==> src/inc/pca_regs_params.svh <==
/*
 * register offsets, field widths and reset values for the counter and
 * capture register slice. assumes an 8-bit special function register bus.
 */
`ifndef PCA_REGS_PARAMS_SVH
`define PCA_REGS_PARAMS_SVH

`define COUNTER_LOW_BYTE_ADDR 8'hF9
`define COUNTER_HIGH_BYTE_ADDR 8'hFA
`define CAPTURE0_LOW_ADDR 8'hFB
`define CAPTURE0_HIGH_ADDR 8'hFC
`define CAPTURE1_LOW_ADDR 8'hE9
`define CAPTURE1_HIGH_ADDR 8'hEA
`define CAPTURE2_LOW_ADDR 8'hEB
`define CAPTURE2_HIGH_ADDR 8'hEC
`define CAPTURE3_LOW_ADDR 8'hED
`define CAPTURE3_HIGH_ADDR 8'hEE
`define CAPTURE4_LOW_ADDR 8'hFD
`define CAPTURE4_HIGH_ADDR 8'hFE
`define CAPTURE5_LOW_ADDR 8'hD2
`define CAPTURE5_HIGH_ADDR 8'hD3

`define CHANNELS 6
`define BYTE_RESET 8'h00
`define WORD_RESET 16'h0000
`define CHAN_RESET 6'h00
`define UNMAPPED_READ 8'h00
`define COUNTER_STEP 16'h0001

`endif

==> src/inc/pca_regs_pkg.sv <==
/*
 * types shared by the counter and capture register slice.
 * assumes the special function register bus of the processor core.
 */
package pca_regs_pkg;

    // one special function register access, held for one cycle
    typedef struct packed {
        logic [7:0] addr;
        logic wr;
        logic rd;
        logic [7:0] wdata;
    } sfr_req_s;

    // channel index of a decoded capture address
    typedef logic [2:0] chan_idx_t;

endpackage

==> src/hw/reload_mem.sv <==
/*
 * six 16-bit auto-reload words with per-byte write and registered read.
 * assumes write and read addresses below six; other writes are ignored, other reads return zero.
 */
`timescale 1ns/100ps
`default_nettype none
`include "pca_regs_params.svh"

module reload_mem (
    input wire logic ref_clk, // core clock
    input wire logic nrst, // asynchronous reset, active low
    input wire pca_regs_pkg::chan_idx_t waddr, // word written
    input wire logic wr_lo, // write low byte
    input wire logic wr_hi, // write high byte
    input wire logic [7:0] wdata, // byte written
    input wire pca_regs_pkg::chan_idx_t raddr, // word read
    output logic [15:0] rdata // read word, one cycle late
);

    logic [15:0] mem [`CHANNELS];
    logic [15:0] next_mem [`CHANNELS];
    logic [15:0] next_rdata;

    // byte merge for the addressed word, read of the next word
    always_comb begin
        for (int i = 0; i < `CHANNELS; i++) begin
            next_mem[i] = mem[i];
            if (waddr == 3'(i)) begin
                if (wr_lo) begin
                    next_mem[i][7:0] = wdata;
                end
                if (wr_hi) begin
                    next_mem[i][15:8] = wdata;
                end
            end
        end
        next_rdata = (raddr < 3'(`CHANNELS)) ? mem[raddr] : `WORD_RESET;
    end

    // storage and read register
    always_ff @(posedge ref_clk or negedge nrst) begin
        if (!nrst) begin
            for (int i = 0; i < `CHANNELS; i++) begin
                mem[i] <= `WORD_RESET;
            end
            rdata <= `WORD_RESET;
        end else begin
            for (int i = 0; i < `CHANNELS; i++) begin
                mem[i] <= next_mem[i];
            end
            rdata <= next_rdata;
        end
    end

endmodule
`default_nettype wire

==> src/hw/pca_counter_capture_regs.sv <==
/*
 * counter and capture/compare register slice of the counter array,
 * reached by the core over the special function register bus.
 * assumes one-cycle rd/wr strobes on ref_clk and a counter tick pulse
 * on the same clock; watchdog, reload select and cycle length arrive
 * as levels from their own registers elsewhere.
 */
// How it works
// - the 16-bit counter is seen as a low byte and a high byte register.
// - high byte reads return a snapshot taken when the low byte is read.
// - counter low byte writes are dropped while the watchdog is enabled.
// - counter high byte writes are dropped while the watchdog is enabled.
// - each of six channels has a low capture byte at its own address.
// - each channel has a high capture byte at its own address.
// - with reload select set, those addresses reach the reload word.
// - a write to a channel low byte clears its comparator enable.
// - a write to a channel high byte sets its comparator enable.
// - a channel compares with the counter only while enabled.
// - cycle length select picks an 8, 9, 10 or 11 bit PWM cycle.
`timescale 1ns/100ps
`default_nettype none
`include "pca_regs_params.svh"

module pca_counter_capture_regs (
    input wire logic ref_clk, // 20 MHz core clock
    input wire logic nrst, // asynchronous reset, active low
    input wire pca_regs_pkg::sfr_req_s sfr_req, // register access
    input wire logic counter_tick, // counter advance enable pulse
    input wire logic watchdog_enable, // watchdog lock level
    input wire logic reload_select, // capture addresses reach reload
    input wire logic [1:0] cycle_length_select, // pwm cycle length
    output logic [7:0] sfr_rdata, // read data, two cycles late
    output logic sfr_rvalid, // read data valid pulse
    output logic [15:0] counter_value, // running counter
    output logic [5:0] comparator_enable, // per channel enables
    output logic [5:0] compare_match, // per channel match pulses
    output logic cycle_overflow // pwm cycle wrap pulse
);

    // address decode results
    logic hit_cnt_lo;
    logic hit_cnt_hi;
    logic hit_cap;
    logic hit_hi;
    pca_regs_pkg::chan_idx_t hit_ch;

    // decode of the bus address into counter bytes and channel bytes
    always_comb begin
        hit_cnt_lo = 1'b0;
        hit_cnt_hi = 1'b0;
        hit_cap = 1'b1;
        hit_hi = 1'b0;
        hit_ch = 3'h0;
        if (sfr_req.addr == `COUNTER_LOW_BYTE_ADDR) begin
            hit_cnt_lo = 1'b1;
            hit_cap = 1'b0;
        end else if (sfr_req.addr == `COUNTER_HIGH_BYTE_ADDR) begin
            hit_cnt_hi = 1'b1;
            hit_cap = 1'b0;
        end else if (sfr_req.addr == `CAPTURE0_LOW_ADDR) begin
            hit_ch = 3'h0;
        end else if (sfr_req.addr == `CAPTURE0_HIGH_ADDR) begin
            hit_ch = 3'h0;
            hit_hi = 1'b1;
        end else if (sfr_req.addr == `CAPTURE1_LOW_ADDR) begin
            hit_ch = 3'h1;
        end else if (sfr_req.addr == `CAPTURE1_HIGH_ADDR) begin
            hit_ch = 3'h1;
            hit_hi = 1'b1;
        end else if (sfr_req.addr == `CAPTURE2_LOW_ADDR) begin
            hit_ch = 3'h2;
        end else if (sfr_req.addr == `CAPTURE2_HIGH_ADDR) begin
            hit_ch = 3'h2;
            hit_hi = 1'b1;
        end else if (sfr_req.addr == `CAPTURE3_LOW_ADDR) begin
            hit_ch = 3'h3;
        end else if (sfr_req.addr == `CAPTURE3_HIGH_ADDR) begin
            hit_ch = 3'h3;
            hit_hi = 1'b1;
        end else if (sfr_req.addr == `CAPTURE4_LOW_ADDR) begin
            hit_ch = 3'h4;
        end else if (sfr_req.addr == `CAPTURE4_HIGH_ADDR) begin
            hit_ch = 3'h4;
            hit_hi = 1'b1;
        end else if (sfr_req.addr == `CAPTURE5_LOW_ADDR) begin
            hit_ch = 3'h5;
        end else if (sfr_req.addr == `CAPTURE5_HIGH_ADDR) begin
            hit_ch = 3'h5;
            hit_hi = 1'b1;
        end else begin
            hit_cap = 1'b0;
        end
    end

    // strobes into the capture words and the reload memory
    // comparator enable side effects follow any channel write, reload or not
    logic cap_wr;
    logic rel_wr_lo;
    logic rel_wr_hi;
    assign cap_wr = sfr_req.wr && hit_cap && !reload_select;
    assign rel_wr_lo = sfr_req.wr && hit_cap && reload_select && !hit_hi;
    assign rel_wr_hi = sfr_req.wr && hit_cap && reload_select && hit_hi;

    // reload word read alongside every access, used only when selected
    logic [15:0] reload_word;

    reload_mem u_reload (
        .ref_clk(ref_clk),
        .nrst(nrst),
        .waddr(hit_ch),
        .wr_lo(rel_wr_lo),
        .wr_hi(rel_wr_hi),
        .wdata(sfr_req.wdata),
        .raddr(hit_ch),
        .rdata(reload_word)
    );

    // counter, snapshot and pwm cycle wrap
    logic [7:0] snapshot;
    logic [7:0] next_snapshot;
    logic [15:0] next_counter;
    logic next_overflow;
    logic [10:0] cycle_mask;

    always_comb begin
        next_counter = counter_value;
        next_snapshot = snapshot;
        if (counter_tick) begin
            next_counter = counter_value + `COUNTER_STEP;
        end
        if (sfr_req.wr && hit_cnt_lo && !watchdog_enable) begin
            next_counter[7:0] = sfr_req.wdata;
        end
        if (sfr_req.wr && hit_cnt_hi && !watchdog_enable) begin
            next_counter[15:8] = sfr_req.wdata;
        end
        if (sfr_req.rd && hit_cnt_lo) begin
            next_snapshot = counter_value[15:8];
        end
        case (cycle_length_select)
            2'h0: cycle_mask = 11'h0FF;
            2'h1: cycle_mask = 11'h1FF;
            2'h2: cycle_mask = 11'h3FF;
            default: cycle_mask = 11'h7FF;
        endcase
        next_overflow = counter_tick &&
            ((counter_value[10:0] & cycle_mask) == cycle_mask);
    end

    // counter, snapshot and wrap registers
    always_ff @(posedge ref_clk or negedge nrst) begin
        if (!nrst) begin
            counter_value <= `WORD_RESET;
            snapshot <= `BYTE_RESET;
            cycle_overflow <= 1'b0;
        end else begin
            counter_value <= next_counter;
            snapshot <= next_snapshot;
            cycle_overflow <= next_overflow;
        end
    end

    // per channel capture word, comparator enable and match
    logic [15:0] capture_value [`CHANNELS];

    for (genvar c = 0; c < `CHANNELS; c++) begin : g_chan
        logic [15:0] next_capture;
        logic next_enable;
        logic next_match;
        logic this_ch;

        assign this_ch = hit_cap && (hit_ch == 3'(c));

        always_comb begin
            next_capture = capture_value[c];
            next_enable = comparator_enable[c];
            if (cap_wr && this_ch && !hit_hi) begin
                next_capture[7:0] = sfr_req.wdata;
            end
            if (cap_wr && this_ch && hit_hi) begin
                next_capture[15:8] = sfr_req.wdata;
            end
            if (sfr_req.wr && this_ch) begin
                next_enable = hit_hi;
            end
            next_match = comparator_enable[c] &&
                (counter_value == capture_value[c]);
        end

        // channel word, enable and match registers
        always_ff @(posedge ref_clk or negedge nrst) begin
            if (!nrst) begin
                capture_value[c] <= `WORD_RESET;
                comparator_enable[c] <= 1'b0;
                compare_match[c] <= 1'b0;
            end else begin
                capture_value[c] <= next_capture;
                comparator_enable[c] <= next_enable;
                compare_match[c] <= next_match;
            end
        end
    end

    // read path: stage one picks a byte, stage two adds reload words
    logic [7:0] rd_byte;
    logic rd_pend;
    logic rd_rel;
    logic rd_hi;
    logic [7:0] next_rd_byte;
    logic [7:0] next_rdata;
    logic next_rd_pend;
    logic next_rd_rel;
    logic next_rd_hi;
    logic next_rvalid;

    always_comb begin
        next_rd_byte = `UNMAPPED_READ;
        if (hit_cnt_lo) begin
            next_rd_byte = counter_value[7:0];
        end else if (hit_cnt_hi) begin
            next_rd_byte = snapshot;
        end else if (hit_cap && hit_hi) begin
            next_rd_byte = capture_value[hit_ch][15:8];
        end else if (hit_cap) begin
            next_rd_byte = capture_value[hit_ch][7:0];
        end
        next_rdata = rd_byte;
        if (rd_rel) begin
            next_rdata = rd_hi ? reload_word[15:8] : reload_word[7:0];
        end
        // reload words leave their memory one cycle after the request,
        // so the select travels with the pending read
        next_rd_pend = sfr_req.rd;
        next_rd_rel = sfr_req.rd && hit_cap && reload_select;
        next_rd_hi = hit_hi;
        next_rvalid = rd_pend;
    end

    always_ff @(posedge ref_clk or negedge nrst) begin
        if (!nrst) begin
            rd_byte <= `BYTE_RESET;
            rd_pend <= 1'b0;
            rd_rel <= 1'b0;
            rd_hi <= 1'b0;
            sfr_rdata <= `BYTE_RESET;
            sfr_rvalid <= 1'b0;
        end else begin
            rd_byte <= next_rd_byte;
            rd_pend <= next_rd_pend;
            rd_rel <= next_rd_rel;
            rd_hi <= next_rd_hi;
            sfr_rdata <= next_rdata;
            sfr_rvalid <= next_rvalid;
        end
    end

endmodule
`default_nettype wire

==> config.mk <==
export PLATFORM = sky130hd
export DESIGN_NAME = pca_counter_capture_regs
export DESIGN_NICKNAME = d
export VERILOG_FILES = /design/src/inc/pca_regs_pkg.sv /design/src/hw/reload_mem.sv /design/src/hw/pca_counter_capture_regs.sv
export VERILOG_INCLUDE_DIRS = /design/src /design/src/inc
export SDC_FILE = /design/constraint.sdc
export NUM_CORES = 1
export LEC_CHECK = 0
export BUFFER_PORTS_ARGS = -buffer_cell sky130_fd_sc_hd__buf_2
export CORE_MARGIN = 2
export CORE_UTILIZATION = 55
export CTS_BUF_LIST = sky130_fd_sc_hd__clkbuf_4 sky130_fd_sc_hd__clkbuf_8
export CTS_CLUSTER_DIAMETER = 120
export CTS_CLUSTER_SIZE = 28
export DETAILED_ROUTE_END_ITERATION = 12
export GPL_TIMING_DRIVEN = 0
export PLACE_DENSITY = 0.75
export SETUP_SLACK_MARGIN = 0.15
export SLEW_MARGIN = 20
export SYNTH_ARGS = -nofsm -noshare
export SYNTH_HDL_FRONTEND = slang
export SYNTH_SLANG_ARGS = --single-unit
==> constraint.sdc <==
create_clock -name ref_clk -period 1.6 [get_ports ref_clk]
set_input_delay 0.32 -clock ref_clk [delete_from_list [all_inputs] [get_ports ref_clk]]
set_output_delay 0.32 -clock ref_clk [all_outputs]
set_load 0.02 [all_outputs]
==> results of run 1 <==
==> per-stage QoR <==
stage,power [uW],util [%]
after floorplan,9500,-
after global placement,10600,62.0
after detailed placement,10700,62.3
after CTS,14400,70.3
after global routing,15500,75.3
final,15000,75.3
==> path summary, 6_finish.rpt <==
| kind | start | endpoint | slack [ns] | cells after the start |
|---|---|---|---|---|
| worst max-delay path | sfr_req[15] | u_reload.rdata[6]$_DFF_PN0_ | -0.34 | 9 |
| worst min-delay path | cycle_length_select[0] | cycle_overflow$_DFF_PN0_ | 0.08 | 4 |
| worst max register to register | counter_value[0]$_DFFE_PN0P_ | compare_match[0]$_DFF_PN0_ | -0.11 | 5 |
| worst min register to register | next_rvalid$_DFF_PN0_ | sfr_rvalid$_DFF_PN0_ | 0.38 | 0 |
| max in group asynchronous | nrst | counter_value[0]$_DFFE_PN0P_ | 0.41 | 3 |
| min in group asynchronous | nrst | capture_value[55]$_DFFE_PN0P_ | 0.27 | 2 |
==> critical path, stage by stage <==
cell and delay [ns]:
buf_8 0.11, nor4bb_4 0.30, buf_6 0.18, and2_4 0.15
buf_6 0.11, o22ai_4 0.10, a222oi_1 0.62, a21oi_1 0.20
a221o_1 0.30
==> layer usage <==
layer | wire length (microns) | up-vias | GRT usage [%]
met5 | 0 | - | 0
met4 | 2490 | 0 | 13.7
met3 | 5760 | 135 | 8.19
met2 | 20500 | 763 | 50.1
met1 | 20000 | 5669 | 53.3
li1 | - | 4599 | -
==> cell type report <==
type / instances / area, sq um / area share, %
Buffer: 92 / 980 / 5.35
Clock buffer: 14 / 186 / 1.02
Clock inverter: 2 / 23.8 / 0.130
Inverter: 5 / 31.3 / 0.171
Multi-Input combinational cell: 772 / 8090 / 44.1
Sequential cell: 265 / 6650 / 36.3
Tap cell: 324 / 405 / 2.21
Timing Repair Buffer: 195 / 1960 / 10.7
==> layout by cell type (no fill, tap or decap), drive strengths merged, types with 11 or more instances in the layout <==
cell    instances
nor4           12
and3           11
clkbuf         64
dfrtp         265
a22oi          16
o22ai          29
xor2           35
mux2          202
nand4          27
nor2           49
a221oi         16
o22a           16
buf           233
o21ai          17
a21oi          55
mux2i          17
nand2          37
nor3           20
nand3          16
xnor2          77
o221ai         18
a31oi          15
==> registers in the layout, summed over array words and instances (netlist names) <==
signal             cells
capture_value         96
u_reload.mem          96
counter_value         16
u_reload.rdata        16
rd_byte                8
sfr_rdata              8
snapshot               8
comparator_enable      6
compare_match          6
cycle_overflow         1
next_rvalid            1
rd_hi                  1
rd_rel                 1
sfr_rvalid             1
==> cells by family after synthesis <==
| logic type | count (synthesis) | synth area share, % |
|---|---|---|
| flops | 265 | 48.6 |
| simple gates | 205 | 9.95 |
| xor+xnor | 112 | 7.33 |
| fa+ha+maj | 1 | 0.0917 |
| compound gates | 235 | 12.2 |
| mux | 219 | 18.5 |
| buf+inv | 97 | 3.32 |
==> repair_timing <==
| item | CTS | global route |
|---|---|---|
| endpoints found under the hold margin | 65 | 0 |
| hold buffers | 4 | 0 |
| cloned | 0 | 2 |
| resized for setup | 203 | 199 |
| setup buffers | 77 | 51 |
| pin swaps | 59 | 54 |
| setup endpoints to repair | 260 | 267 |
==> power groups by stage <==
stage / sequential (uW) / combinational [uW] / clock (uW)
2_1_floorplan: 7470 / 2030 / 0
3_3_place_gp: 7370 / 3260 / 0
3_5_place_dp: 7390 / 3290 / 0
4_1_cts: 7310 / 4170 / 2920
5_1_grt: 7370 / 4930 / 3160
6_report: 7340 / 4770 / 2940
==> impl_metrics.env, run 1 <==
export IMPL_synth_edf_count=0
export IMPL_cts_tree="done"
export IMPL_synth_cell_types=64
export IMPL_ys_warn_count=0
export IMPL_routed_wl_mm=48.8
export IMPL_synthArstFlopShare_pct=100
export IMPL_die_area_sq_um=26100
export IMPL_cp_start_kind="input port"
export IMPL_dieWidth_microns=161
export IMPL_antennaDiodeCount=0
export IMPL_crit_type="in -> reg"
export IMPL_p_sw_share_pct=32.8
export IMPL_fin_cells=1669
export IMPL_grt_first_pass_wirelength_mm=68.5
export IMPL_cts_buffer_depth=3
export IMPL_critPathMaxFanout=7
export IMPL_p_comb_share_pct=31.7
export IMPL_fp_dieH_microns=161
export IMPL_clkSlewWorstSetupHoldPaths_ns=0.17
export IMPL_cts_sinks=265
export IMPL_hpwl_mm=30.4
export IMPL_hp_class="in -> reg"
export IMPL_place_inst=1519
export IMPL_portBuffers=59
export IMPL_drt_initial_drc_count=1282
export IMPL_max_slew_margin_pct=10.4
export IMPL_critPathCaptureType="register"
export IMPL_ys_seq_area_share_pct=48.6
export IMPL_drcViolationCount=0
export IMPL_stdcell_area_sq_um=18300
export IMPL_yosys_area_top_type="dfrtp_1"
export IMPL_arrival_ns=2.41
export IMPL_cts_made_buffers=13
export IMPL_clkLatencyLatePin_ns=0.58
export IMPL_fp_row_count=57
export IMPL_track_usage_pct=35.5
export IMPL_syn_num_nets=1160
export IMPL_synthesis_area_sq_um=13600
export IMPL_ios=63
export IMPL_syn2layout_area_growth_pct=34.3
export IMPL_p_leak_uw=0.00832
export IMPL_finalNetCount=1370
export IMPL_cts_root_buffer_cell="clkbuf_8"
export IMPL_layout_min_cycle_time_ns=1.94
export IMPL_max_vdd_ir_drop_mv=1.40
export IMPL_rsz0062_at_grt="yes"
export IMPL_first_pass_iters=6
export IMPL_initial_core_util_pct=56.1
export IMPL_grt_max_degree=105
export IMPL_violations="negative setup slack"
export IMPL_p_clk_share_pct=19.5
export IMPL_dp_slack_ns=-1.20
export IMPL_p_int_uw=10100
export IMPL_core_area_sq_um=24300
export IMPL_synth_commonest_cells="dfrtp_1 (265), mux2_2 (183), xnor2_1 (77)"
export IMPL_wl_per_cell_microns=29.3
export IMPL_fillerInstances=1427
export IMPL_place_gp_congestion=1.00
export IMPL_worst_pin_slew_ns=1.34
export IMPL_place_area_sq_um=15200
export IMPL_synth_most_common_cell="dfrtp_1"
export IMPL_holdWs_ns=0.0832
export IMPL_setup_violations=225
export IMPL_via_per_inst=6.69
export IMPL_slew_violations=0
export IMPL_p_sw_uw=4940
export IMPL_drive_gt1_share_pct=47.8
export IMPL_htree_levels=1
export IMPL_worst_ep_required_time_ns=2.07
export IMPL_period_share_pct=121
export IMPL_power_density_nw_per_um2=822
export IMPL_synthCells=1134
export IMPL_setup_tns_ns=-37.61
export IMPL_finalClockSkew_ns=0.0367
export IMPL_antenna_left=0
export IMPL_synth_top_cell_area_share_pct=48.6
export IMPL_synthFlopType="dfrtp_1"
export IMPL_vias=11166
export IMPL_overflow=0
export IMPL_layout_setup_ws_ns=-0.340
export IMPL_first_global_vias=10548
export IMPL_syn_avg_cell_area_sq_um=12.0
export IMPL_synth_area_leaders="dfrtp_1 (49%), mux2_2 (15%), xnor2_1 (4.9%), xor2_1 (2.2%), a21oi_1 (2.0%)"
export IMPL_fmax_ghz=0.515
export IMPL_antenna_found_initial=0
export IMPL_drv_cap=0
export IMPL_ys_seq_elements=265
export IMPL_seqPwrFrac_pct=48.8
export IMPL_hold_violations=0
export IMPL_status="finished with violations"
(Power assumes the default switching activity.)
==> run 2: changes to the inputs <==
--- a/config.mk
+++ b/config.mk
@@ -6,15 +6,17 @@
 export SDC_FILE = /design/constraint.sdc
 export NUM_CORES = 1
 export LEC_CHECK = 0
-export BUFFER_PORTS_ARGS = -buffer_cell sky130_fd_sc_hd__buf_2
+export BUFFER_PORTS_ARGS = -buffer_cell sky130_fd_sc_hd__buf_4
+export CELL_PAD_IN_SITES_DETAIL_PLACEMENT = 1
+export CELL_PAD_IN_SITES_GLOBAL_PLACEMENT = 2
 export CORE_MARGIN = 2
-export CORE_UTILIZATION = 55
+export CORE_UTILIZATION = 40
 export CTS_BUF_LIST = sky130_fd_sc_hd__clkbuf_4 sky130_fd_sc_hd__clkbuf_8
 export CTS_CLUSTER_DIAMETER = 120
 export CTS_CLUSTER_SIZE = 28
 export DETAILED_ROUTE_END_ITERATION = 12
 export GPL_TIMING_DRIVEN = 0
-export PLACE_DENSITY = 0.75
+export PLACE_DENSITY = 0.78
 export SETUP_SLACK_MARGIN = 0.15
 export SLEW_MARGIN = 20
 export SYNTH_ARGS = -nofsm -noshare
==> impl_metrics.env, run 2 (synthesis gave the netlist of run 1 again) <==
export IMPL_htree_levels=1
export IMPL_drv_cap=0
export IMPL_place_gp_congestion=0.903
export IMPL_cts_buffer_depth=3
export IMPL_setup_violations=200
export IMPL_dieWidth_microns=189
export IMPL_grt_first_pass_wirelength_mm=75.9
export IMPL_overflow=0
export IMPL_max_slew_margin_pct=30.5
export IMPL_p_int_uw=10300
export IMPL_cp_start_kind="input port"
export IMPL_layout_setup_ws_ns=-0.175
export IMPL_violations="negative setup slack"
export IMPL_grt_max_degree=101
export IMPL_critPathMaxFanout=8
export IMPL_p_comb_share_pct=32.1
export IMPL_antennaDiodeCount=0
export IMPL_syn2layout_area_growth_pct=39.7
export IMPL_routed_wl_mm=54.8
export IMPL_portBuffers=59
export IMPL_hold_violations=0
export IMPL_seqPwrFrac_pct=47.8
export IMPL_finalClockSkew_ns=0.0479
export IMPL_top_regs="capture_value: 96 flops, u_reload.mem: 96 flops"
export IMPL_fmax_ghz=0.564
export IMPL_slew_violations=0
export IMPL_core_area_sq_um=33500
export IMPL_clkLatencyLatePin_ns=0.59
export IMPL_worst_pin_slew_ns=1.04
export IMPL_die_area_sq_um=35600
export IMPL_met1_usage_pct=41.8
export IMPL_track_usage_pct=28.7
export IMPL_drt_initial_drc_count=967
export IMPL_cts_tree="done"
export IMPL_worst_ep_required_time_ns=2.07
export IMPL_first_pass_iters=7
export IMPL_p_sw_uw=5080
export IMPL_via_per_inst=6.17
export IMPL_p_leak_uw=0.00848
export IMPL_initial_core_util_pct=40.7
export IMPL_p_sw_share_pct=33.1
export IMPL_max_vdd_ir_drop_mv=1.14
export IMPL_fillerInstances=3269
export IMPL_cts_sinks=265
export IMPL_ios=63
export IMPL_whs_path_depth=4
export IMPL_fp_row_count=67
export IMPL_finalNetCount=1371
export IMPL_cts_root_buffer_cell="clkbuf_8"
export IMPL_period_share_pct=111
export IMPL_layout_common_cells="dfrtp_1 (254), mux2_4 (161), buf_4 (104)"
export IMPL_p_clk_share_pct=20.1
export IMPL_use_met3_pct=4.21
export IMPL_wl_per_cell_microns=30.5
export IMPL_fp_dieH_microns=189
export IMPL_hp_class="in -> reg"
export IMPL_rsz0062_at_grt="yes"
export IMPL_rrSetupSlack_ns=-0.13
export IMPL_power_density_nw_per_um2=807
export IMPL_layout_min_cycle_time_ns=1.77
export IMPL_setup_tns_ns=-19.90
export IMPL_post_route_util_pct=56.8
export IMPL_reg2reg_depth=5
export IMPL_final_common_cell="dfrtp_1"
export IMPL_antenna_found_initial=1
export IMPL_antenna_left=0
export IMPL_grt_use_met2_pct=44.7
export IMPL_first_global_vias=11163
export IMPL_arrival_ns=2.24
export IMPL_grt_busiest_layer="met2"
export IMPL_status="finished with violations"
export IMPL_drive_gt1_share_pct=49.6
export IMPL_drcViolationCount=0
export IMPL_crit_type="in -> reg"
export IMPL_critPathCaptureType="register"
export IMPL_hpwl_mm=34.1
export IMPL_vias=11073
export IMPL_cts_made_buffers=13
export IMPL_clkSlewWorstSetupHoldPaths_ns=0.19
## run 2: changes by cell type in the layout (fill, tap and decap cells not counted), sizes merged
cell,delta
nand4,+1
clkinvlp,+1
clkbuf,+3
buf,-2
clkinv,-1
inv,+1
## run 2: path summary, 6_finish.rpt
check / startpoint / end
worst min register to register: next_rvalid$_DFF_PN0_ / sfr_rvalid$_DFF_PN0_
worst max-delay path: sfr_req[13] / u_reload.mem[53]$_DFFE_PN0P_
worst min-delay path: cycle_length_select[0] / cycle_overflow$_DFF_PN0_
min in group asynchronous: nrst / sfr_rdata[3]$_DFF_PN0_
max in group asynchronous: nrst / u_reload.mem[61]$_DFFE_PN0P_
worst max register to register: counter_value[14]$_DFFE_PN0P_ / compare_match[1]$_DFF_PN0_
## run 2: timing repair
item / CTS / global route
pin swaps: 65 / 70
hold buffers: 4 / 0
buffers inserted: 67 / 55
gates resized for setup: 219 / 201
setup endpoints to repair: 272 / 283
hold endpoints to repair: 83 / 0
gates cloned: 6 / 3
## run 2: area by class of cell
cell class	count	area, sq um	area share, %
Timing Repair Buffer	195	2140	11.2
Sequential cell	265	6650	34.9
Multi-Input combinational cell	773	8360	43.9
Clock buffer	15	200	1.05
Clock inverter	3	23.8	0.125
Inverter	5	35.0	0.184
Tap cell	448	561	2.94
Buffer	92	1080	5.67
## run 2: stage by stage
stage	hold WS [ns]	cells	setup slack, ns	cell area [sq um]	power, uW
after floorplan	0.0244	1134	-0.505	14400	9500
after global placement	0.338	1641	-2.31	15400	10700
after detailed placement	0.340	1643	-1.23	15500	10800
after CTS	0.0205	1738	-0.142	17600	14500
after global routing	0.0637	1796	-0.234	19100	15900
final	0.0331	1796	-0.175	19100	15400
## run 2: power groups by stage
stage	clock [uW]	combinational (uW)	sequential, uW
floorplan	0	2030	7470
global placement	0	3370	7380
detailed placement	0	3420	7390
CTS	3140	4110	7280
global route	3340	5150	7380
finish	3090	4940	7340
## run 2: critical path: stages
cell	delay, ns
buf_8	0.10
nor4bb_4	0.29
buf_6	0.16
a32oi_1	0.10
o21a_2	0.27
or2_4	0.25
buf_12	0.16
nor2_8	0.24
mux2_4	0.34
## run 2: metal layers
metal  vias to the layer above  part of all wire [%]
met2                       480                    46
met3                        95                   7.1
met4                         0                   3.2
met5                         -                     0
met1                      5901                    44
li1                       4597                     -
==> run 3: changes to the inputs <==
--- a/config.mk
+++ b/config.mk
@@ -6,17 +6,18 @@
 export SDC_FILE = /design/constraint.sdc
 export NUM_CORES = 1
 export LEC_CHECK = 0
-export BUFFER_PORTS_ARGS = -buffer_cell sky130_fd_sc_hd__buf_4
 export CELL_PAD_IN_SITES_DETAIL_PLACEMENT = 1
 export CELL_PAD_IN_SITES_GLOBAL_PLACEMENT = 2
+export CORE_ASPECT_RATIO = 1.1
 export CORE_MARGIN = 2
-export CORE_UTILIZATION = 40
+export CORE_UTILIZATION = 42
 export CTS_BUF_LIST = sky130_fd_sc_hd__clkbuf_4 sky130_fd_sc_hd__clkbuf_8
 export CTS_CLUSTER_DIAMETER = 120
 export CTS_CLUSTER_SIZE = 28
 export DETAILED_ROUTE_END_ITERATION = 12
+export DONT_BUFFER_PORTS = 1
 export GPL_TIMING_DRIVEN = 0
-export PLACE_DENSITY = 0.78
+export PLACE_DENSITY = 0.79
 export SETUP_SLACK_MARGIN = 0.15
 export SLEW_MARGIN = 20
 export SYNTH_ARGS = -nofsm -noshare
==> impl_metrics.env, run 3 (synthesis gave the netlist of run 1 again) <==
export IMPL_post_route_util_pct=59.1
export IMPL_critPathCaptureType="register"
export IMPL_track_usage_pct=31.4
export IMPL_period_share_pct=114
export IMPL_initial_core_util_pct=42.5
export IMPL_hpwl_mm=33.9
export IMPL_place_gp_congestion=0.948
export IMPL_worst_ep_required_time_ns=2.06
export IMPL_first_global_vias=11449
export IMPL_wl_met2_mm=27.6
export IMPL_clkLatencyLatePin_ns=0.58
export IMPL_via_per_inst=6.26
export IMPL_topRoutingLayerUsed="met4"
export IMPL_ios=63
export IMPL_p_clk_share_pct=20.8
export IMPL_rsz0062_at_grt="yes"
export IMPL_cts_hold_buffers=12
export IMPL_power_density_nw_per_um2=785
export IMPL_seqPwrFrac_pct=50.6
export IMPL_p_comb_share_pct=28.6
export IMPL_die_area_sq_um=33900
export IMPL_p_int_uw=10000
export IMPL_layout_min_cycle_time_ns=1.82
export IMPL_crit_type="reg -> reg"
export IMPL_holdWs_ns=-0.603
export IMPL_core_area_sq_um=32100
export IMPL_arrival_ns=2.28
export IMPL_critPathMaxFanout=5
export IMPL_htree_levels=1
export IMPL_clkSlewWorstSetupHoldPaths_ns=0.19
export IMPL_stdcell_area_sq_um=19000
export IMPL_wl_met3_mm=2.87
export IMPL_layout_setup_ws_ns=-0.218
export IMPL_cts_made_buffers=13
export IMPL_status="finished with violations"
export IMPL_drt_initial_drc_count=927
export IMPL_top_regs="capture_value: 96 flops, u_reload.mem: 96 flops"
export IMPL_violations="negative hold slack, negative setup slack"
export IMPL_setup_violations=132
export IMPL_p_leak_uw=0.00835
export IMPL_max_vdd_ir_drop_mv=0.718
export IMPL_routedLengthMet1_mm=22.2
export IMPL_overflow=0
export IMPL_antenna_left=0
export IMPL_cp_start_kind="register"
export IMPL_finalClockSkew_ns=0.0314
export IMPL_hp_class="in -> async"
export IMPL_final_common_cell="dfrtp_1"
export IMPL_grt_first_pass_wirelength_mm=78.3
export IMPL_dieWidth_microns=176
export IMPL_grt_max_degree=266
export IMPL_p_sw_share_pct=32.8
export IMPL_drv_cap=0
export IMPL_routed_wl_mm=55.7
export IMPL_first_pass_iters=5
export IMPL_rrSetupSlack_ns=-0.22
export IMPL_fmax_ghz=0.550
export IMPL_max_slew_margin_pct=32.8
export IMPL_portBuffers=0
export IMPL_cts_sinks=265
export IMPL_drcViolationCount=0
export IMPL_cts_buffer_depth=3
export IMPL_slew_violations=0
export IMPL_place_area_sq_um=14900
export IMPL_syn2layout_area_growth_pct=39.1
export IMPL_fp_row_count=69
export IMPL_fp_dieH_microns=193
export IMPL_layout_common_cells="dfrtp_1 (238), mux2_4 (178), buf_4 (85)"
export IMPL_cts_root_buffer_cell="clkbuf_8"
export IMPL_finalNetCount=1336
export IMPL_hold_violations=265
export IMPL_worst_pin_slew_ns=1.01
export IMPL_antenna_found_initial=1
export IMPL_vias=10892
export IMPL_wl_per_cell_microns=32.0
export IMPL_p_sw_uw=4880
export IMPL_cts_tree="done"
export IMPL_drive_gt1_share_pct=50.8
## run 3: metrics by stage
step / setup TNS, ns / setup WS (ns) / total power [uW] / std cells
after global placement: -186.13 / -1.33 / 10300 / 1560
after detailed placement: -189.36 / -1.16 / 10400 / 1560
after CTS: -3.51 / -0.179 / 14500 / 1699
after floorplan: -91.13 / -0.505 / 9500 / 1134
after global routing: -12.71 / -0.256 / 15300 / 1739
final: -5.02 / -0.218 / 14900 / 1740
## run 3: final cells by class
type                    count  area [sq um]
repair buffers            161          1810
diodes                      1          2.50
clock buffers              16           201
plain buffers              92          1150
flip-flops and latches    265          6670
well taps                 426           533
multi-input cells         772          8560
inverters                   5          45.0
clock inverters             2          18.8
fillers                  3096         13100
## run 3: worst paths after layout
kind,startpoint,to,cells past startpoint
setup / recovery,counter_value[0]$_DFFE_PN0P_,compare_match[0]$_DFF_PN0_,5
setup reg to reg,counter_value[0]$_DFFE_PN0P_,compare_match[0]$_DFF_PN0_,5
min in group ref_clk,cycle_length_select[0],cycle_overflow$_DFF_PN0_,3
hold / removal,nrst,counter_value[6]$_DFFE_PN0P_,0
hold reg to reg,next_rvalid$_DFF_PN0_,sfr_rvalid$_DFF_PN0_,0
max in group asynchronous,nrst,capture_value[70]$_DFFE_PN0P_,0
## run 3: worst max-delay path: stages (launching register included)
cell       delay [ns]
dfrtp_2          0.53
clkbuf_16        0.19
xor2_2           0.15
nor4_2           0.32
nand4_1          0.19
nor4_4           0.30
## run 3: per-layer routing
layer,up-vias,GRT usage [%]
met5,-,0
met4,0,14.8
met3,136,3.10
met2,408,53.8
met1,5833,40.4
li1,4515,-
## run 3: power by group through the flow
stage | Combinational, uW | Sequential [uW] | Clock (uW)
after floorplan | 2030 | 7470 | 0
after CTS | 3870 | 7500 | 3110
after detailed placement | 2830 | 7570 | 0
final | 4260 | 7540 | 3090
after global routing | 4430 | 7560 | 3340
after global placement | 2790 | 7550 | 0
## run 3: repair_timing
action                     in CTS  in global routing
setup endpoints to repair     244                252
setup buffers                 105                 36
hold endpoints to repair      316                265
pin swaps                     107                 68
cloned                          4                  4
gates resized for setup       313                144
